## src/verilog/cfs_consts.vh

```
`ifndef CFS_CONSTS_VH
`define CFS_CONSTS_VH
// register byte offsets
`define CFS_REG_RETRY 8'h00
`define CFS_REG_INTERVAL 8'h04
`define CFS_REG_STOPMODE 8'h08
`define CFS_REG_PROTO 8'h0c
`define CFS_REG_EXTDISP 8'h10
`define CFS_REG_TERM_A 8'h14
`define CFS_REG_TERM_B 8'h18
`define CFS_REG_TERM_C 8'h1c
`define CFS_REG_STATUS 8'h20
`define CFS_REG_INT_STAT 8'h24
`define CFS_REG_INT_MASK 8'h28
`define CFS_REG_FAULT_CLR 8'h2c
// reset values
`define CFS_RETRY_RST 16'h0001
`define CFS_INTERVAL_RST 16'h0000
`define CFS_STOPMODE_RST 2'h0
// special settings
`define CFS_OFF_VALUE 16'h270f
`define CFS_RETRY_MAX 16'h000a
`define CFS_INTERVAL_MAX 16'h270e
`define CFS_STOP_COAST 2'h0
`define CFS_STOP_DECEL 2'h1
`define CFS_STOP_RESTART 2'h2
`define CFS_TERM_ALARM_HI 8'h62
`define CFS_TERM_ALARM_LO 8'hc6
// interrupt status bits
`define CFS_INT_TRIP 0
`define CFS_INT_ALARM 1
`define CFS_INT_RESTART 2
// timing: 0.1 s tick at 40 MHz
`define CFS_TICK_MS 100
`define CFS_CLK_KHZ 40000
`define CFS_TICK_CYCLES (`CFS_TICK_MS * `CFS_CLK_KHZ)
`endif

```

## src/verilog/cfs_tick_gen.v

```verilog
`timescale 1ns/1ps
`default_nettype none
module cfs_tick_gen #(
  parameter [31:0] TICK_CYCLES = 32'd4000000
) (
  // clock and reset
  input wire pclk,
  input wire presetn,
  // tick out
  output reg tick
);
  reg [31:0] cnt_r;

  always @(posedge pclk or negedge presetn) begin
    if (!presetn) begin
      cnt_r <= 32'h0;
      tick <= 1'b0;
    end else if (cnt_r >= TICK_CYCLES - 32'd1) begin
      cnt_r <= 32'h0;
      tick <= 1'b1;
    end else begin
      cnt_r <= cnt_r + 32'd1;
      tick <= 1'b0;
    end
  end
endmodule
`default_nettype wire

```

## src/verilog/cfs_term_map.v

```verilog
`timescale 1ns/1ps
`default_nettype none
`include "cfs_consts.vh"
module cfs_term_map (
  // clock and reset
  input wire pclk,
  input wire presetn,
  // alarm and terminal functions
  input wire alarm,
  input wire [23:0] term_func,
  // terminal levels
  output reg [2:0] term_out
);
  function term_level;
    input [7:0] code;
    input a;
    begin
      if (code == `CFS_TERM_ALARM_HI) begin
        term_level = a;
      end else if (code == `CFS_TERM_ALARM_LO) begin
        term_level = ~a;
      end else begin
        term_level = 1'b0;
      end
    end
  endfunction

  genvar i;
  generate
    for (i = 0; i < 3; i = i + 1) begin : g_term
      always @(posedge pclk or negedge presetn) begin
        if (!presetn) begin
          term_out[i] <= 1'b0;
        end else begin
          term_out[i] <= term_level(term_func[i*8 +: 8], alarm);
        end
      end
    end
  endgenerate
endmodule
`default_nettype wire

```

## src/verilog/cfs_comm_fault_supervisor.v

```verilog
// The placing of the registers and the APB register port were chosen for this implementation.
`timescale 1ns/1ps
`default_nettype none
`include "cfs_consts.vh"
module cfs_comm_fault_supervisor #(
  parameter [31:0] TICK_CYCLES = `CFS_TICK_CYCLES
) (
  // clock and reset
  input wire pclk,
  input wire presetn,
  // apb slave
  input wire psel,
  input wire penable,
  input wire pwrite,
  input wire [7:0] paddr,
  input wire [31:0] pwdata,
  output reg [31:0] prdata,
  output reg pready,
  output reg pslverr,
  // link receive events
  input wire rx_msg_ok,
  input wire rx_msg_err,
  // drive status
  input wire network_command_mode,
  input wire decel_done,
  input wire run_cmd_in,
  input wire [15:0] speed_cmd_in,
  // drive control
  output reg coast_req,
  output reg decel_req,
  output reg restart_req,
  output reg run_cmd_out,
  output reg [15:0] speed_cmd_out,
  // fault indication
  output reg comm_fault_trip_code,
  output reg fault_output_signal,
  output reg history_commit,
  output reg history_temp,
  output reg minor_comm_alarm,
  output wire [2:0] term_out,
  output reg irq
);
  localparam [1:0] ST_RUN = 2'd0;
  localparam [1:0] ST_DECEL = 2'd1;
  localparam [1:0] ST_HELD = 2'd2;

  reg [15:0] retry_limit_setting;
  reg [15:0] check_interval_setting;
  reg [1:0] stop_mode_setting;
  reg proto_modbus_r;
  reg [7:0] extended_display_select;
  reg [23:0] term_func_r;
  reg [2:0] int_stat_r;
  reg [2:0] int_mask_r;
  reg [3:0] err_cnt_r;
  reg retry_err_r;
  reg armed_r;
  reg [15:0] loss_cnt_r;
  reg [1:0] state_r;
  reg [1:0] fmode_r;
  reg saved_run_r;
  reg [15:0] saved_speed_r;
  reg [1:0] state_nxt;
  reg [31:0] rd_nxt;
  reg map_nxt;

  wire tick;
  wire any_msg = rx_msg_ok | rx_msg_err;
  wire wr_en = psel & penable & pready & pwrite;
  wire unlocked = (extended_display_select == 8'h00);
  wire fault_clr_wr = wr_en & (paddr == `CFS_REG_FAULT_CLR) & pwdata[0];
  wire retry_on = ~proto_modbus_r & (retry_limit_setting != `CFS_OFF_VALUE);
  wire [3:0] err_cnt_inc = (err_cnt_r == 4'hf) ? err_cnt_r : err_cnt_r + 4'd1;
  wire retry_trip = retry_on & rx_msg_err & ({12'h0, err_cnt_inc} > retry_limit_setting);
  wire loss_zero = (check_interval_setting == 16'h0000) & network_command_mode;
  wire loss_timed = armed_r & (check_interval_setting != `CFS_OFF_VALUE) &
                    (check_interval_setting != 16'h0000) &
                    (loss_cnt_r > check_interval_setting);
  wire err_cond = retry_err_r | retry_trip | loss_zero | loss_timed;
  wire restart_now = (fmode_r == `CFS_STOP_RESTART) & ~err_cond;

  cfs_tick_gen #(
    .TICK_CYCLES(TICK_CYCLES)
  ) u_tick (
    .pclk(pclk),
    .presetn(presetn),
    .tick(tick)
  );

  cfs_term_map u_term (
    .pclk(pclk),
    .presetn(presetn),
    .alarm(minor_comm_alarm),
    .term_func(term_func_r),
    .term_out(term_out)
  );

  ////////////////////////////////////////////////////////////////////////////
  // apb read decode
  always @* begin
    rd_nxt = 32'h0;
    map_nxt = 1'b1;
    if (paddr == `CFS_REG_RETRY) begin
      rd_nxt = {16'h0, retry_limit_setting};
    end else if (paddr == `CFS_REG_INTERVAL) begin
      rd_nxt = {16'h0, check_interval_setting};
    end else if (paddr == `CFS_REG_STOPMODE) begin
      rd_nxt = {30'h0, stop_mode_setting};
    end else if (paddr == `CFS_REG_PROTO) begin
      rd_nxt = {31'h0, proto_modbus_r};
    end else if (paddr == `CFS_REG_EXTDISP) begin
      rd_nxt = {24'h0, extended_display_select};
    end else if (paddr == `CFS_REG_TERM_A) begin
      rd_nxt = {24'h0, term_func_r[7:0]};
    end else if (paddr == `CFS_REG_TERM_B) begin
      rd_nxt = {24'h0, term_func_r[15:8]};
    end else if (paddr == `CFS_REG_TERM_C) begin
      rd_nxt = {24'h0, term_func_r[23:16]};
    end else if (paddr == `CFS_REG_STATUS) begin
      rd_nxt = {16'h0, loss_cnt_r[7:0], err_cnt_r, state_r, minor_comm_alarm,
                comm_fault_trip_code};
    end else if (paddr == `CFS_REG_INT_STAT) begin
      rd_nxt = {29'h0, int_stat_r};
    end else if (paddr == `CFS_REG_INT_MASK) begin
      rd_nxt = {29'h0, int_mask_r};
    end else if (paddr == `CFS_REG_FAULT_CLR) begin
      rd_nxt = 32'h0;
    end else begin
      map_nxt = 1'b0;
    end
  end

  ////////////////////////////////////////////////////////////////////////////
  // apb slave and settings
  always @(posedge pclk or negedge presetn) begin
    if (!presetn) begin
      pready <= 1'b0;
      pslverr <= 1'b0;
      prdata <= 32'h0;
      retry_limit_setting <= `CFS_RETRY_RST;
      check_interval_setting <= `CFS_INTERVAL_RST;
      stop_mode_setting <= `CFS_STOPMODE_RST;
      proto_modbus_r <= 1'b0;
      extended_display_select <= 8'h00;
      term_func_r <= 24'h0;
      int_mask_r <= 3'h0;
    end else begin
      pready <= psel & ~penable;
      pslverr <= psel & ~penable & ~map_nxt;
      if (psel & ~penable) begin
        prdata <= pwrite ? 32'h0 : rd_nxt;
      end
      if (wr_en & map_nxt) begin
        if (paddr == `CFS_REG_RETRY) begin
          if (unlocked & ((pwdata[15:0] <= `CFS_RETRY_MAX) |
              (pwdata[15:0] == `CFS_OFF_VALUE))) begin
            retry_limit_setting <= pwdata[15:0];
          end
        end else if (paddr == `CFS_REG_INTERVAL) begin
          if (unlocked & (pwdata[31:16] == 16'h0) &
              (pwdata[15:0] <= `CFS_OFF_VALUE)) begin
            check_interval_setting <= pwdata[15:0];
          end
        end else if (paddr == `CFS_REG_STOPMODE) begin
          if (unlocked & (pwdata[1:0] <= `CFS_STOP_RESTART)) begin
            stop_mode_setting <= pwdata[1:0];
          end
        end else if (paddr == `CFS_REG_PROTO) begin
          proto_modbus_r <= pwdata[0];
        end else if (paddr == `CFS_REG_EXTDISP) begin
          extended_display_select <= pwdata[7:0];
        end else if (paddr == `CFS_REG_TERM_A) begin
          term_func_r[7:0] <= pwdata[7:0];
        end else if (paddr == `CFS_REG_TERM_B) begin
          term_func_r[15:8] <= pwdata[7:0];
        end else if (paddr == `CFS_REG_TERM_C) begin
          term_func_r[23:16] <= pwdata[7:0];
        end else if (paddr == `CFS_REG_INT_MASK) begin
          int_mask_r <= pwdata[2:0];
        end
      end
    end
  end

  ////////////////////////////////////////////////////////////////////////////
  // receive error run and signal loss supervision
  always @(posedge pclk or negedge presetn) begin
    if (!presetn) begin
      err_cnt_r <= 4'h0;
      retry_err_r <= 1'b0;
      minor_comm_alarm <= 1'b0;
      armed_r <= 1'b0;
      loss_cnt_r <= 16'h0;
    end else begin
      if (proto_modbus_r) begin
        err_cnt_r <= 4'h0;
        retry_err_r <= 1'b0;
        minor_comm_alarm <= 1'b0;
      end else if (rx_msg_ok) begin
        err_cnt_r <= 4'h0;
        retry_err_r <= 1'b0;
        minor_comm_alarm <= 1'b0;
      end else if (rx_msg_err) begin
        err_cnt_r <= err_cnt_inc;
        if (retry_trip) begin
          retry_err_r <= 1'b1;
        end
        minor_comm_alarm <= (retry_limit_setting == `CFS_OFF_VALUE);
      end
      if (!network_command_mode || check_interval_setting == `CFS_OFF_VALUE) begin
        armed_r <= 1'b0;
        loss_cnt_r <= 16'h0;
      end else if (any_msg) begin
        armed_r <= 1'b1;
        loss_cnt_r <= 16'h0;
      end else if (armed_r && tick && loss_cnt_r != 16'hffff) begin
        loss_cnt_r <= loss_cnt_r + 16'd1;
      end
    end
  end

  ////////////////////////////////////////////////////////////////////////////
  // fault response sequencer
  always @* begin
    state_nxt = state_r;
    case (state_r)
      ST_RUN: begin
        if (err_cond) begin
          state_nxt = (stop_mode_setting == `CFS_STOP_COAST) ? ST_HELD : ST_DECEL;
        end
      end
      ST_DECEL: begin
        if (restart_now) begin
          state_nxt = ST_RUN;
        end else if (decel_done) begin
          state_nxt = ST_HELD;
        end
      end
      ST_HELD: begin
        if (restart_now || (fault_clr_wr && fmode_r != `CFS_STOP_RESTART)) begin
          state_nxt = ST_RUN;
        end
      end
      default: begin
        state_nxt = ST_RUN;
      end
    endcase
  end

  always @(posedge pclk or negedge presetn) begin
    if (!presetn) begin
      state_r <= ST_RUN;
      fmode_r <= `CFS_STOP_COAST;
      saved_run_r <= 1'b0;
      saved_speed_r <= 16'h0;
      coast_req <= 1'b0;
      decel_req <= 1'b0;
      restart_req <= 1'b0;
      run_cmd_out <= 1'b0;
      speed_cmd_out <= 16'h0;
      comm_fault_trip_code <= 1'b0;
      fault_output_signal <= 1'b0;
      history_commit <= 1'b0;
      history_temp <= 1'b0;
    end else begin
      state_r <= state_nxt;
      if (state_r == ST_RUN && state_nxt != ST_RUN) begin
        fmode_r <= stop_mode_setting;
        saved_run_r <= run_cmd_in;
        saved_speed_r <= speed_cmd_in;
      end
      restart_req <= (state_r != ST_RUN) && (state_nxt == ST_RUN) && restart_now;
      if (state_nxt == ST_RUN) begin
        run_cmd_out <= (state_r != ST_RUN) ? saved_run_r : run_cmd_in;
        speed_cmd_out <= (state_r != ST_RUN) ? saved_speed_r : speed_cmd_in;
      end else begin
        run_cmd_out <= 1'b0;
        speed_cmd_out <= (state_r == ST_RUN) ? speed_cmd_in : saved_speed_r;
      end
      coast_req <= (state_nxt == ST_HELD) && ((state_r == ST_RUN) ?
                   (stop_mode_setting == `CFS_STOP_COAST) : (fmode_r == `CFS_STOP_COAST));
      decel_req <= (state_nxt == ST_DECEL);
      comm_fault_trip_code <= (state_nxt == ST_HELD);
      fault_output_signal <= (state_nxt == ST_HELD) &&
                             (state_r == ST_RUN || fmode_r != `CFS_STOP_RESTART);
      history_commit <= (state_nxt == ST_HELD) && (state_r != ST_HELD) &&
                        (state_r == ST_RUN || fmode_r != `CFS_STOP_RESTART);
      history_temp <= (state_nxt == ST_HELD) && (state_r != ST_RUN) &&
                      (fmode_r == `CFS_STOP_RESTART);
    end
  end

  ////////////////////////////////////////////////////////////////////////////
  // interrupts: set wins over write-one-to-clear
  wire [2:0] int_set = {restart_req, rx_msg_err & minor_comm_alarm,
                        (state_r == ST_RUN) & (state_nxt != ST_RUN)};
  wire [2:0] int_clr = (wr_en && paddr == `CFS_REG_INT_STAT) ? pwdata[2:0] : 3'h0;

  always @(posedge pclk or negedge presetn) begin
    if (!presetn) begin
      int_stat_r <= 3'h0;
      irq <= 1'b0;
    end else begin
      int_stat_r <= (int_stat_r & ~int_clr) | int_set;
      irq <= |(((int_stat_r & ~int_clr) | int_set) & int_mask_r);
    end
  end
endmodule
`default_nettype wire

```

## config.mk

```make
export PLATFORM = sky130hd
export DESIGN_NAME = cfs_comm_fault_supervisor
export DESIGN_NICKNAME = d
export VERILOG_FILES = /design/src/verilog/cfs_tick_gen.v /design/src/verilog/cfs_term_map.v /design/src/verilog/cfs_comm_fault_supervisor.v
export VERILOG_INCLUDE_DIRS = /design/src /design/src/verilog
export SDC_FILE = /design/constraint.sdc
export NUM_CORES = 1
export LEC_CHECK = 0
export BUFFER_PORTS_ARGS = -buffer_cell sky130_fd_sc_hd__buf_4
export CELL_PAD_IN_SITES_DETAIL_PLACEMENT = 1
export CELL_PAD_IN_SITES_GLOBAL_PLACEMENT = 1
export CORE_MARGIN = 4
export CORE_UTILIZATION = 49
export DETAILED_ROUTE_END_ITERATION = 16
export GPL_TIMING_DRIVEN = 0
export PLACE_DENSITY_LB_ADDON = 0.1
export SYNTH_ARGS = -nofsm -noshare
export SYNTH_HDL_FRONTEND = slang
export SYNTH_SLANG_ARGS = --single-unit
```

## constraint.sdc

```tcl
create_clock -name pclk -period 5.7 [get_ports pclk]
set_clock_uncertainty 0.2 [all_clocks]
set_input_delay 1.14 -clock pclk [delete_from_list [all_inputs] [get_ports pclk]]
set_output_delay 1.14 -clock pclk [all_outputs]
set_load 0.005 [all_outputs]
```

; After elaboration in Yosys (flattened, before gate mapping)
; Index checks and enable logic that the tools add are counted.
[word_totals]
elab_cells = 225
output_inout_bits = 63
register_bits = 212
inputBits = 66
[op_classes]
order_cmp = 6
bitwise_logic = 44
n_mux = 61
n_reduce_logical = 43
addsub = 3
n_eq_ne = 31
[op_table]
columns = cell, n
row1 = $mux 16, 14
row2 = $mux 32, 3
row3 = $eq 16x14->1 const B, 3
row4 = $add 32x1->32 const B, 1
row5 = $eq 8x5->1 const B, 4
row6 = $eq 8x6->1 const B, 4
row7 = $ge 32x22->1 const B, 1
row8 = $logic_not 16->1, 2
row9 = $ne 16x14->1 const B, 2
row10 = $mux 1, 31
row11 = $eq 8x7->1 const B, 3
row12 = $eq 8x8->1 const B, 3
row13 = $and 1x1->1, 22
row14 = $add 16x1->16 const B, 1
row15 = $eq 8x4->1 const B, 2
row16 = $gt 16x16->1, 1
row17 = $gt 4x16->1, 1
row18 = $le 16x14->1 const B, 1
row19 = $le 16x4->1 const B, 1
row20 = $logic_not 8->1, 2
row21 = $mux 4, 4
row22 = $ne 16x16->1 const B, 1
row23 = $reduce_bool 16->1, 1
row24 = $logic_and 1x1->1, 13
row25 = other kinds (30), 67

; Depth between registers and ports, before layout
; Gate-level depths: netlist (run 1).
[logic_depth]
ltp_word = 17
ltp_mapped = 12
ltp_nobuf = 11

; By module
; From an unflattened synthesis (run 1), not the netlist that was laid out.
[hier_totals]
cells_unflattened = 867
area_unflattened_um2 = 9644.2
[by_module_without_submodules]
columns = module, seq_area_each_um2, cells_per_inst, instances, area_per_inst_um2
row1 = cfs_comm_fault_supervisor, 4005.1, 718, 1, 7978.9
row2 = cfs_tick_gen, 825.8, 134, 1, 1466.4
row3 = cfs_term_map, 75.1, 15, 1, 198.9

; Least setup slack after synthesis (run 1)
; OpenSTA, ideal clock, no wires.
[synth_path]
path_type = register to register
start = reg err_cnt_r[0]
end = reg saved_speed_r[10]
path_slack_ns = 2.612
path_buffers = 1
t_required_ns = 5.372
path_stages_with_launch = 12
period_less_slack_ns = 3.088
setup_ns = 0.128
arrival_ns = 2.760
cell_sequence = dfrtp_1 > ha_1 > nand3_1 > mux2_2 > ha_1 > nor2b_1 > o211ai_1 > a211oi_1 > o21ai_0 > a21bo_2 > buf_2 > mux2_1
[synth_between]
elab_chain_len = 14
word_cells_on_any_way = 17
cone_classes = add/sub: 1 / order compare: 1 / eq/ne: 1 / mux: 5 / bitwise: 6 / reduce/logical: 3
[synth_lines]
columns = element, line_no
row1 = from (decl), cfs_comm_fault_supervisor.v:55  ; reg [3:0] err_cnt_r;
row2 = from (signal assigned), cfs_comm_fault_supervisor.v:204  ; err_cnt_r <= err_cnt_inc;
row3 = $add 4x1->4 or $eq 4x4->1 (tied branches), cfs_comm_fault_supervisor.v:73  ; wire [3:0] err_cnt_inc = (err_cnt_r == 4'hf) ? err_cnt_r : err_cnt_r + 4'd1;
row4 = $mux 4 (*), cfs_comm_fault_supervisor.v:73
row5 = $gt 4x16->1 (*), cfs_comm_fault_supervisor.v:74  ; wire retry_trip = retry_on & rx_msg_err & ({12'h0, err_cnt_inc} > retry_limit_setting);
row6 = $and 1x1->1 (*), cfs_comm_fault_supervisor.v:74
row7 = $or 1x1->1 (*) (3 in series), cfs_comm_fault_supervisor.v:79  ; wire err_cond = retry_err_r | retry_trip | loss_zero | loss_timed;
row8 = $not 1->1, cfs_comm_fault_supervisor.v:80  ; wire restart_now = (fmode_r == `CFS_STOP_RESTART) & ~err_cond;
row9 = $and 1x1->1, cfs_comm_fault_supervisor.v:80
row10 = $logic_or 1x1->1, cfs_comm_fault_supervisor.v:240  ; if (restart_now || (fault_clr_wr && fmode_r != `CFS_STOP_RESTART)) begin
row11 = $mux 2, cfs_comm_fault_supervisor.v:240
row12 = $pmux 2 s3 (*), cfs_comm_fault_supervisor.v:226  ; case (state_r)
row13 = $reduce_bool 2->1 (*), cfs_comm_fault_supervisor.v:267  ; if (state_r == ST_RUN && state_nxt != ST_RUN) begin
row14 = $logic_and 1x1->1 (*), cfs_comm_fault_supervisor.v:267
row15 = to (signal assigned), cfs_comm_fault_supervisor.v:270  ; saved_speed_r <= speed_cmd_in;
row16 = to (decl), cfs_comm_fault_supervisor.v:62  ; reg [15:0] saved_speed_r;
; Every way passes the cells marked *; elsewhere a longest branch is shown, timed or not.
; A chain may end at the register's enable or synchronous reset.

; Final worst setup path (run 1)
; Ends and elaborated chain as after synthesis.

==> results summary, run 1 <==
The count of flip-flops with a built-in enable after synthesis is 0. The vertical extent of the die came out at 149 microns. The post-CTS setup buffer count is 0. The clock reaches the later pin of the worst-skew pair after 440 ps. The arrival time of data at the critical path endpoint came out at just under 4000 ps.

The antenna cell count came out at 0. The synthesized netlist devotes 2.97% of its cell area to adder and majority cells. For this run, the number of standard cells in the final layout without fillers is 1330.

In this run the cell area of the synthesized design comes to 9670 sq um. The max-cap check violation count came out at 0. The post-placement cell area is about 11000 sq um.

The library cell used most frequently in the layout, excluding fill and tap cells, is sky130_fd_sc_hd__dfrtp_1. The clock net sink count is 196. The layout cell share with drive strength beyond 1 is around 23%. By area the synthesized netlist is led by sky130_fd_sc_hd__dfrtp_1, sky130_fd_sc_hd__mux2_2, sky130_fd_sc_hd__nor2_1, sky130_fd_sc_hd__mux2_1, sky130_fd_sc_hd__ha_1. The synthesized netlist devotes 10.0% of its cell area to compound gates.

The multiplexer share of the synthesized area came out at between 10% and 20%. The post-synthesis share of cell area spent on xor and xnor gates is 3.26%. The worst setup path is launched from a register.

The reg-to-reg startpoint is err_cnt_r[0]. STA puts the critical path data required time at 5820 ps. The flow ran to the end, and the final reports show no timing, DRC or antenna violations. The per-instance average area after synthesis is 10.8 sq um.

The number of setup violations in the final report came out at 0. The maximum number of pins on one net before global-route repair came out at 120. The via count is 7571. The synthesized netlist devotes 17.7% of its cell area to simple gates. The row count is 51. The post-layout minimum cycle time is 3850 ps. The peak fanout along the critical path came out at 10. Buffers inserted to repair hold after CTS numbered 0. The remaining global-route overflow is 0. The library cells used most frequently in the layout, excluding fill and tap cells, are sky130_fd_sc_hd__dfrtp_1, sky130_fd_sc_hd__buf_4, sky130_fd_sc_hd__nor2_1. The most used flip-flop cell after synthesis is sky130_fd_sc_hd__dfrtp_1. The max-slew violation count came out at 0. The horizontal extent of the die came out at ~150 microns.

The number of global-route vias before repair is about 8200. The startpoint identified for the worst hold timing path is u_tick.cnt_r[0]. The instance count after placement with tap cells included is between 1000 and 1500. In this run the standard cell core region covers approximately 19000 sq um. The number of antenna violations at the first check in global routing is 0. The power per cell area came out at 297 nW/um^2. The family with the most delay on the worst path is compound AO/OA/AOI/OAI gates.

Hold timing on the final database bottoms out at a slack of 277 ps. The clock-pin slew of the registers on the worst-case setup and hold paths came out at roughly 80 ps. The delay of the slowest cell on the worst path came out at 640 ps. The combined buffer and inverter count along the critical path is 1. The H-tree depth reported by CTS is 4. The remaining antenna violation count after routing is 0.

No sink is reached through more buffers than the 2 on the longest clock path. The via count normalized by instance count is between 5 and 6. The count of unique library cells instantiated by Yosys is 75. The final critical-path share of the clock period is 67.6%. The source of the critical timing path is err_cnt_r[0].

The library cell used as clock root buffer is sky130_fd_sc_hd__clkbuf_16. The count of synthesis-stage warnings from yosys came out at 0. The slowest stage of the critical path is the sky130_fd_sc_hd__a211oi_1 cell.

By startpoint and endpoint, the worst setup path is classified as reg2reg. The effective utilization at floorplan is 49.7%. The final net count is 1141. The HPWL after detailed placement came out at 19800 microns. The number of hold violations in the final report is 0.

After detailed routing, the average wire length per cell comes to 20.6 microns. The DRC marker count from the first detailed-route iteration came out at 390. The most prevalent standard cell on the critical path is sky130_fd_sc_hd__ha_1. At the pin with the least slew margin, the transition time is 946 ps. Buffers placed on the I/O ports in this run total 109. The I/O pin count is 129. In the final timing run, aggregate negative setup slack is 0 ps. The final RePlAce weighted congestion is 0.859. Traced cell by cell, the critical path runs through ha_1, nand3_1, mux2_2, ha_1, nor2b_1, o211ai_1, a211oi_1, o21ai_0, a21bo_2, buf_2, mux2_1. The wire length of the first global-routing pass came out at 44600 microns. The relative slew slack is around 37%. The floorplan die area came out at 22100 sq um. In the synthesized netlist, the number of instances is 898. Sequential elements use approximately half of the synthesized area. From synthesis to final layout, the design area changed by 19.4%. Summing internal, switching and leakage power gives 3430 uW. Summed over all instances, the cell type with the most area after synthesis is sky130_fd_sc_hd__dfrtp_1. The path class of the tightest hold or removal check is reg2reg. The highest clock rate is 260 MHz. Synthesis inferred 196 register bits. The share of async-settable or async-resettable flops after synthesis is 100%.

TritonCTS built the clock tree. The first-pass detailed-route iteration total came out at 5. For this design the static power due to leakage is 0.00547 uW. The critical path endpoint category is a register.

Global routing used 25.8% of the available tracks. By area, the combinational part of the netlist is dominated by simple AND/OR/NAND/NOR gates. The TritonCTS buffer count came out at 17. The portion of synthesized cell area occupied by the leading cell type came out at 50.4%.

For this run, design rule violations remaining after detail routing come to 0. The wire length reported by the detailed router is ~27000 microns. Setup repair after global routing left no endpoint under its margin. The area of all placed cells without fillers is 11600 sq um.

Across the VDD grid, the largest voltage drop is 216 uV. The post-CTS resize count came out at 0.
-- state kept, by name (all words and copies together) (netlist names), 2 cells and up --
name / count
u_term.term_out: 3
saved_speed_r: 16
err_cnt_r: 4
term_func_r: 24
state_r: 2
u_tick.cnt_r: 32
check_interval_setting: 16
extended_display_select: 8
int_mask_r: 3
speed_cmd_out: 16
loss_cnt_r: 16
int_stat_r: 3
retry_limit_setting: 16
prdata: 16
fmode_r: 2
stop_mode_setting: 2
-- metrics by stage --
step	utilization (%)	setup WS (ps)
2_1_floorplan	-	2610
3_5_place_dp	56.3	1660
3_3_place_gp	56.1	1730
5_1_grt	59.4	1630
4_1_cts	59.4	1920
6_report	59.4	1850
-- area by class of cell --
type	instances	area (sq um)
flip-flops and latches	196	4910
repair buffers	110	853
clock buffers	18	439
fillers	2098	7910
multi-input cells	648	4490
plain buffers	50	268
inverters	29	109
well taps	265	332
clock inverters	14	161
-- path summary, 6_finish.rpt --
check                      slack [ps]                 to  cells past startpoint
hold / removal                    280    u_tick.cnt_r[0]                      1
setup reg to reg                 1850  saved_speed_r[10]                     11
hold reg to reg                   280    u_tick.cnt_r[0]                      1
setup / recovery                 1850  saved_speed_r[10]                     11
max in group asynchronous        3790         state_r[0]                      2
min in group asynchronous         590     term_func_r[2]                      1
-- cell usage after synthesis (all sizes together), types with 6 or more instances --
cell type	count
o41ai	7
nand3	34
a22o	9
buf	27
nor4	14
a22oi	12
nor2b	6
nor3	23
mux2	89
ha	23
nor4b	6
a21oi	40
a21o	6
xor2	20
o21ai	15
nand2	62
or4	9
nor2	100
xnor2	16
inv	29
dfrtp	195
and3	8
nand2b	9
and2	13
clkbuf	23
nand4	21
mux2i	10
-- power breakdown --
part,switching (uW),internal [uW],total (uW)
Clock,568,672,1240
Sequential,71.6,1540,1610
Combinational,281,295,576
Total,920,2510,3430
-- routing by layer --
| layer | routed length [microns] | GRT usage (%) | vias to the layer above |
|---|---|---|---|
| met4 | 437 | 7.02 | 0 |
| met3 | 1420 | 4.91 | 36 |
| met5 | 0 | 0 | - |
| li1 | - | - | 3494 |
| met1 | 11800 | 33.7 | 3859 |
| met2 | 13700 | 44.2 | 182 |
-- kinds of logic after synthesis --
| kind of cell | count (synthesis) |
|---|---|
| other | 1 |
| muxes | 99 |
| buffers and inverters | 79 |
| AOI/OAI and AO/OA | 137 |
| adders and majority gates | 23 |
| xor gates and xnor gates | 36 |
| and+or+nand+nor | 327 |
| DFF | 196 |
Power figures use the tool's default switching activity.
==> run 2: changes to the inputs <==
Settings changed: CORE_UTILIZATION 49 to 46.
Clock period 5.7 ns to 3.63 ns, I/O delays scaled along.
==> run 2 against run 1 <==
Effect of this change:
- first-iteration DRC count rose by 7.4%
- worst setup slack got worse by 1700 ps
- clock power up 52%
- sequential share of layout area down 0.10 points
- sequential power up 57%
- routed wire length shrank 3.1%
- total power up 55%
- core utilization shrank 2.7 points
- critical path depth did not move
==> results summary, run 2 (synthesis gave the netlist of run 1 again) <==
The maximum number of pins on one net before global-route repair is 100 (-17%). The flow ran to the end, and the final reports show no timing, DRC or antenna violations. The first-pass detailed-route iteration total came to 4 (-1). The DRC marker count from the first detailed-route iteration is 419 (+7.4%). The critical path goes through ha_1, nand3_1, mux2_2, ha_1, nor2b_1, o211ai_1, a211oi_4, o21ai_0, a21bo_2, buf_4, mux2_1.

The TritonCTS buffer count is 17 (unchanged). The layout cell share with drive strength beyond 1 is 23.5% (+0.33 points). The master of the slowest instance on the critical path is sky130_fd_sc_hd__dfrtp_2. The relative slew slack is 41.9% (+5.1 points).

The remaining antenna violation count after routing came out at 0 (unchanged). The layout filler cell count came out at 2250 (+7.2%). The remaining global-route overflow came out at 0 (unchanged). The floorplan die area is 23400 sq um (+6.2%).

The library cell used as clock root buffer is sky130_fd_sc_hd__clkbuf_16. The worst-skew pair later-pin latency is 440 ps (about the same). The post-route core utilization is 56.7% (-2.7 points). The switching power is 1500 uW (+63%). The number of hold violations in the final report came out at 0 (unchanged). The wire length of the first global-routing pass is 43700 microns (-2.0%). The flip-flop count of the largest register, all copies and words added is 32 (unchanged). The core footprint is 20400 sq um (+5.0%).

The cell internal power dissipation is 3810 uW (+52%). The maximum resistive drop on vdd is 355 uV (+64%). The slew at the pin closest to its max-slew limit was 870 ps (-76.6 ps). The number of remaining DRC errors came out at 0 (unchanged). The slack of the worst reg-to-reg path is 170 ps (-1680 ps). The antenna cell count was 0 (unchanged). The row count is 52 (+2.0%). The worst-case reg-to-reg path depth came out at 11 (unchanged). The final critical-path share of the clock period was 95.4% (+28 points).

The total leakage power is 0.00547 uW (about the same). The horizontal extent of the die is 153 microns (+3.0%). The post-layout minimum cycle time was 3460 ps (-386 ps). The peak fanout along the critical path is 10 (unchanged). The total of buffers placed on input and output ports was 109 (unchanged).

The clock tree from TritonCTS is done. The HPWL after detailed placement came out at 19500 microns (-1.2%). The final RePlAce weighted congestion came out at 0.853 (-0.69%).

The via count is 7445 (-1.7%). The clock net sink count came out at 196 (unchanged). The number of antenna violations at the first check in global routing was 0 (unchanged). The share of total power in sequential cells is 47.4% (+0.4 points). The most prevalent standard cell on the critical path is sky130_fd_sc_hd__ha_1.

The switching part of the total came out at 28.2% (+1.3 points). STA classifies the critical path startpoint as a register. The average detailed-routed wire length per instance came out at 19.8 microns (-3.6%). The aggregate negative setup slack is 0 ps (unchanged). The clock-pin slew of the registers on the worst-case setup and hold paths is 80 ps (about the same). The leading cell type in the layout, fill and taps excluded is sky130_fd_sc_hd__dfrtp_1. The arrival time of data at the critical path endpoint came out at 3580 ps (-390 ps). The critical register-to-register path endpoint is fmode_r[1]. The wire length reported by the detailed router is 26500 microns (-3.1%). The effective utilization at floorplan is 47.4% (-2.4 points).

The worst min-delay path category is in2async. The highest clock rate is 289 MHz (+11%). The worst register-to-register path begins at err_cnt_r[0]. The critical setup path kind is reg2reg. The largest registers in the layout are u_tick.cnt_r: 32 flops, term_func_r: 24 flops.

The global-route total usage across every layer is 23.3% (-2.6 points). The H-tree depth reported by CTS came to 4 (unchanged). Compared with the post-synthesis result, the final layout area differs by 19.7%. The required time of the worst setup path is 3750 ps (-2070 ps). The max-slew violation count came out at 0 (unchanged).

The delay of the slowest cell on the worst path is 460 ps (-180 ps). The register with the most flip-flops in the final layout is u_tick.cnt_r. The final net count came out at 1143 (+0.18%). Setup repair after global routing left no endpoint under its margin. The number of setup violations in the final report is 0 (unchanged). In the layout the commonest cells are sky130_fd_sc_hd__dfrtp_1, sky130_fd_sc_hd__buf_4, sky130_fd_sc_hd__nor2_1. The critical path endpoint category is a register. The I/O pin count is 129 (unchanged). The max-cap check violation count is 0 (unchanged). The number of buffers on the longest clock path came out at 2 (unchanged). The vertical extent of the die came to 153 microns (+3.0%). The clock group share of total power came to 35.3% (-0.9 points).

The number of global-route vias before repair is 7990 (-2.1%). The via count normalized by instance count is 5.57 (-2.2%). The power per cell area was 458 nW/um^2 (+55%). The combinational cell fraction of total power came out at 17.2% (+0.4 points).
## run 2: per-stage QoR
stage	hold WS [ps]	area, sq um	setup WS, ps	power [uW]	cells
floorplan	224	9770	542	3000	923
global placement	244	10900	-56.5	3430	1302
detailed placement	252	11000	-203	3480	1303
CTS	144	11600	28.7	5360	1335
global route	173	11600	1.93	5580	1337
finish	125	11600	165	5310	1337
## run 2: routing by layer
metal	routed length, microns	global-route usage (%)	vias to the layer above
met3	1590	5.71	31
met4	344	5.56	0
met5	0	0	-
li1	-	-	3497
met1	11800	31.1	3764
met2	12800	38.5	153
## run 2: worst max-delay path by stage
stage | from | cells after the start | slack, ps | to
5_1_grt | err_cnt_r[0] | 11 | 2 | fmode_r[1]
3_3_place_gp | err_cnt_r[0] | 11 | -60 | saved_speed_r[10]
6_report | err_cnt_r[0] | 11 | 170 | fmode_r[1]
2_1_floorplan | err_cnt_r[0] | 11 | 540 | saved_speed_r[10]
4_1_cts | err_cnt_r[0] | 11 | 30 | saved_speed_r[5]
3_5_place_dp | err_cnt_r[0] | 11 | -200 | saved_speed_r[5]
## run 2: area by class of cell
cell class	count	area (sq um)	share of cell area, %
Clock buffer	17	425	3.67
Multi-Input combinational cell	648	4500	38.8
Inverter	29	109	0.940
Clock inverter	15	166	1.44
Sequential cell	196	4910	42.4
Tap cell	270	338	2.92
Buffer	50	273	2.35
Timing Repair Buffer	112	868	7.50
## run 2: what timing repair did
item                                    CTS  global route
resized for setup                         1             6
hold buffers                              0             0
endpoints found under the setup margin   18            18
pin swaps                                 0             1
gates cloned                              0             0
endpoints found under the hold margin     0             0
buffers inserted                          0             2
## run 2: power groups by stage
| stage | clock network (uW) | registers [uW] | logic [uW] |
|---|---|---|---|
| CTS | 1910 | 2520 | 921 |
| finish | 1880 | 2520 | 915 |
| detailed placement | 0 | 2560 | 914 |
| floorplan | 0 | 2550 | 448 |
| global route | 2020 | 2550 | 1020 |
| global placement | 0 | 2550 | 882 |
## run 2: critical path: cells and delay by family, from the launching register on
kind            cells  cell delay, ps
flops               1             460
buf+inv             1             210
mux                 2             720
simple gates        2             300
compound gates      4             900
fa+ha+maj           2             550
==> run 3: changes to the inputs <==
Settings changed: CTS_CLUSTER_DIAMETER set to 100, SLEW_MARGIN set to 20, SYNTH_HIERARCHICAL set to 1.
==> run 3 against run 2 <==
Effect of this change:
- routed wire length rose by 4.2%
- sequential power is 10% lower
- final area about the same
- sequential share of layout area barely moved
- largest cell class unchanged
- sequential cell count unchanged
- worst setup slack improved by 15 ps
- total power fell by 15%
==> results summary, run 3 <==
The number of antenna violations at the first check in global routing is 1 (+1). The highest clock rate is 290 MHz (+0.45%). The number of remaining DRC errors is 0 (unchanged). In the final layout, the registers with the most flip-flops are u_tick/cnt_r: 32 flops, term_func_r: 24 flops. The clock net sink count is 196 (unchanged). The startpoint type of the worst setup path is a register. The cell type with the highest aggregate area in the netlist is sky130_fd_sc_hd__dfrtp_1.

The number of global-route vias before repair is 7879 (-1.4%). The horizontal extent of the die is 153 microns (-0.15%). The maximum number of pins on one net before global-route repair was 91 (-9.0%). The layout cell share with drive strength beyond 1 is 28.1% (+4.6 points).

The count of synthesis-stage warnings from yosys is 6 (+6). The per-instance average area after synthesis is 11.1 sq um (+3.3%). The post-layout worst setup margin is 181 ps (+15.4 ps).

The floorplan die area is 23300 sq um (-0.29%). The first-pass detailed-route iteration total is 5 (+1). The register area share after synthesis is 50.9% (+0.16 points). Leaving out fill and tap cells, the most frequent cell in the layout is sky130_fd_sc_hd__dfrtp_1. The critical setup path kind is reg2reg. In the layout the commonest cells are sky130_fd_sc_hd__dfrtp_1, sky130_fd_sc_hd__buf_4, sky130_fd_sc_hd__mux2_2. The required time of the worst setup path is 3750 ps (about the same). The count of unique library cells instantiated by Yosys is 74 (-1.3%). The total of flip-flops plus latches after synthesis is 196 (unchanged). The synthesized area is 9640 sq um (-0.31%). The H-tree depth reported by CTS is 4 (unchanged).

The maximum resistive drop on vdd is 325 uV (-8.6%). The core footprint is 20400 sq um (unchanged). The HPWL after detailed placement was 20500 microns (+4.8%). The peak fanout along the critical path came to 10 (unchanged).

The count of flip-flops with a built-in enable after synthesis is 0 (unchanged). The max-slew violation count is 0 (unchanged). The portion of synthesized cell area occupied by the leading cell type came out at 50.6% (+0.16 points). The flow ran to the end, and the final reports show no timing, DRC or antenna violations.

The routing layer with the top usage in global route is met2. In the post-synthesis netlist, the biggest area contributors are sky130_fd_sc_hd__dfrtp_1, sky130_fd_sc_hd__mux2_2, sky130_fd_sc_hd__ha_1, sky130_fd_sc_hd__nand2_1, sky130_fd_sc_hd__nor2_1. The aggregate negative setup slack is 0 ps (unchanged). The worst-skew pair later-pin latency is 430 ps (about the same). The TritonCTS buffer count is 17 (unchanged). The via count is 7546 (+1.4%). The max-cap check violation count is 0 (unchanged). Ranked by instance count, the synthesized netlist is headed by sky130_fd_sc_hd__dfrtp_1, sky130_fd_sc_hd__mux2_2, sky130_fd_sc_hd__nand2_1. The post-synthesis cell count is 867 (-3.5%).

The power per cell area came out at 388 nW/um^2 (-15%). The slew at the pin closest to its max-slew limit came out at 841 ps (-28.9 ps). The worst-case reg-to-reg path depth is 13 (+2). The number of buffers on the longest clock path is 2 (unchanged).

The total leakage power was 0.00535 uW (-2.1%). The post-placement worst setup slack is -47.6 ps (+155 ps). The remaining antenna violation count after routing was 0 (unchanged).

The wire length of the first global-routing pass came to 44500 microns (+1.9%). In the synthesized netlist the dominant register cell turns out to be sky130_fd_sc_hd__dfrtp_1. The remaining global-route overflow was 0 (unchanged).

The wire length reported by the detailed router came out at 27600 microns (+4.2%). The number of setup violations in the final report came out at 0 (unchanged). The average detailed-routed wire length per instance was 21.2 microns (+6.8%). TritonCTS built the clock tree. The met1 demand-to-capacity share in global routing came out at 31.9% (+0.82 points). The final net count came out at 1111 (-2.8%).

The slack of the worst reg-to-reg path is 180 ps (+20 ps). The power after layout is 4500 uW (-15%). The startpoint identified for the worst register-to-register timing path is err_cnt_r[0].

The area overhead of the layout relative to synthesis came out at 20.1%. Setup repair after global routing left no endpoint under its margin. The relative slew slack is 43.1% (+1.3 points).

The clock-pin slew of the registers on the worst-case setup and hold paths came out at 80 ps (about the same). The vertical extent of the die came out at 153 microns (-0.15%). The global-route total usage across every layer came to 23.8% (+0.50 points).

The number of hold violations in the final report is 0 (unchanged). The final RePlAce weighted congestion came to 0.840 (-1.5%). The antenna cell count came out at 0 (unchanged).

The via count normalized by instance count is 5.78 (+3.8%). The number of hold buffers added after cts came out at 0 (unchanged). The effective utilization at floorplan was 47.2% (-0.15 points).

The most frequent cell after synthesis is sky130_fd_sc_hd__dfrtp_1. The DRC marker count from the first detailed-route iteration came to 381 (-9.1%). The share of async-settable or async-resettable flops after synthesis is 100% (unchanged).

The worst register-to-register path ends at saved_speed_r[13]. The total of buffers placed on input and output ports is 110 (+0.92%). The worst setup path is captured at a register.

The post-layout minimum cycle time is 3450 ps (-15.4 ps). The flip-flop count of the largest register, all copies and words added came to 32 (unchanged). The routing usage on met3 is 4.83% (-0.88 points). The arrival time of data at the critical path endpoint is 3570 ps (about the same). More flip-flops sit in one register than any other, and that register is u_tick/cnt_r. The row count is 52 (unchanged).

The I/O pin count is 129 (unchanged). The worst hold path belongs to the class in2async. The final critical-path share of the clock period is 95.0% (-0.42 points). The library cell used as clock root buffer is sky130_fd_sc_hd__clkbuf_16. The met2 track demand over resource is 40.0% (+1.5 points).
## run 3: cell count changes after synthesis, sizes merged, moves of 8 or more
cell and change:
o21ai +16, nor4 +9, a21oi -8, or3 +9
nor2 -37, nand3 -14, a22oi +13, nor3 +9
and2 -9
## run 3: critical path, stage by stage (launching register included)
cell	delay, ps
sky130_fd_sc_hd__dfrtp_2	460
sky130_fd_sc_hd__ha_1	270
sky130_fd_sc_hd__nand3_2	130
sky130_fd_sc_hd__mux2_2	370
sky130_fd_sc_hd__ha_1	290
sky130_fd_sc_hd__nor2b_1	130
sky130_fd_sc_hd__o211ai_1	170
sky130_fd_sc_hd__a211oi_1	110
sky130_fd_sc_hd__nor2_2	240
sky130_fd_sc_hd__o211ai_4	170
sky130_fd_sc_hd__and2_4	210
sky130_fd_sc_hd__buf_12	140
sky130_fd_sc_hd__buf_12	150
sky130_fd_sc_hd__mux2_4	300
## run 3: through the flow
step                      instances  instance area, sq um  util [%]  hold WS [ps]
after detailed placement       1273                 11000      53.7           278
after CTS                      1305                 11600      56.6          5.88
final                          1305                 11600      56.7          1.27
after global placement         1271                 10900      53.3           262
after global routing           1305                 11600      56.7          16.1
after floorplan                 891                  9730         -           230
## run 3: timing repair
item                       CTS  global route
gates resized for setup      2             3
setup endpoints to repair   16            10
pin swaps                    0             1
setup buffers                0             0
## run 3: kinds of logic (layout without fill, tap and decap cells)
logic type	count (synthesis)	in the layout	synth area share (%)
XOR/XNOR	26	26	2.36
AND/OR/NAND/NOR	293	293	17.1
AO/OA/AOI/OAI	150	150	10.6
multiplexers	98	98	11.7
flip-flops	196	196	50.9
buffers and inverters	79	223	4.24
adder cells (fa/ha/maj)	23	23	2.98
other	2	26	0.0779
## run 3: how the worst max path moves through the flow
stage | startpoint | endpoint | slack, ps | depth (start not counted)
after CTS | err_cnt_r[0] | saved_speed_r[13] | 20 | 13
after global routing | err_cnt_r[0] | saved_speed_r[13] | 70 | 13
final | err_cnt_r[0] | saved_speed_r[13] | 180 | 13
after global placement | err_cnt_r[0] | fmode_r[1] | 20 | 13
after floorplan | err_cnt_r[0] | fmode_r[0] | 530 | 13
after detailed placement | err_cnt_r[0] | saved_speed_r[13] | -50 | 13
## run 3: metal layers
layer	vias up	share of wire (%)
li1	3451	-
met1	3834	44
met2	223	49
met3	36	5.4
met4	2	1.5
met5	-	0.072
## run 3: cell type report
cell class,count,area (sq um)
plain buffers,46,285
clock buffers,18,439
clock inverters,14,161
fillers,2204,8850
inverters,33,124
multi-input cells,616,4440
flip-flops and latches,196,4910
well taps,270,338
repair buffers,112,888
## run 3: power by group
part,internal (uW),switching (uW)
combinational,148,171
sequential,2230,25.5
clock,1000,915
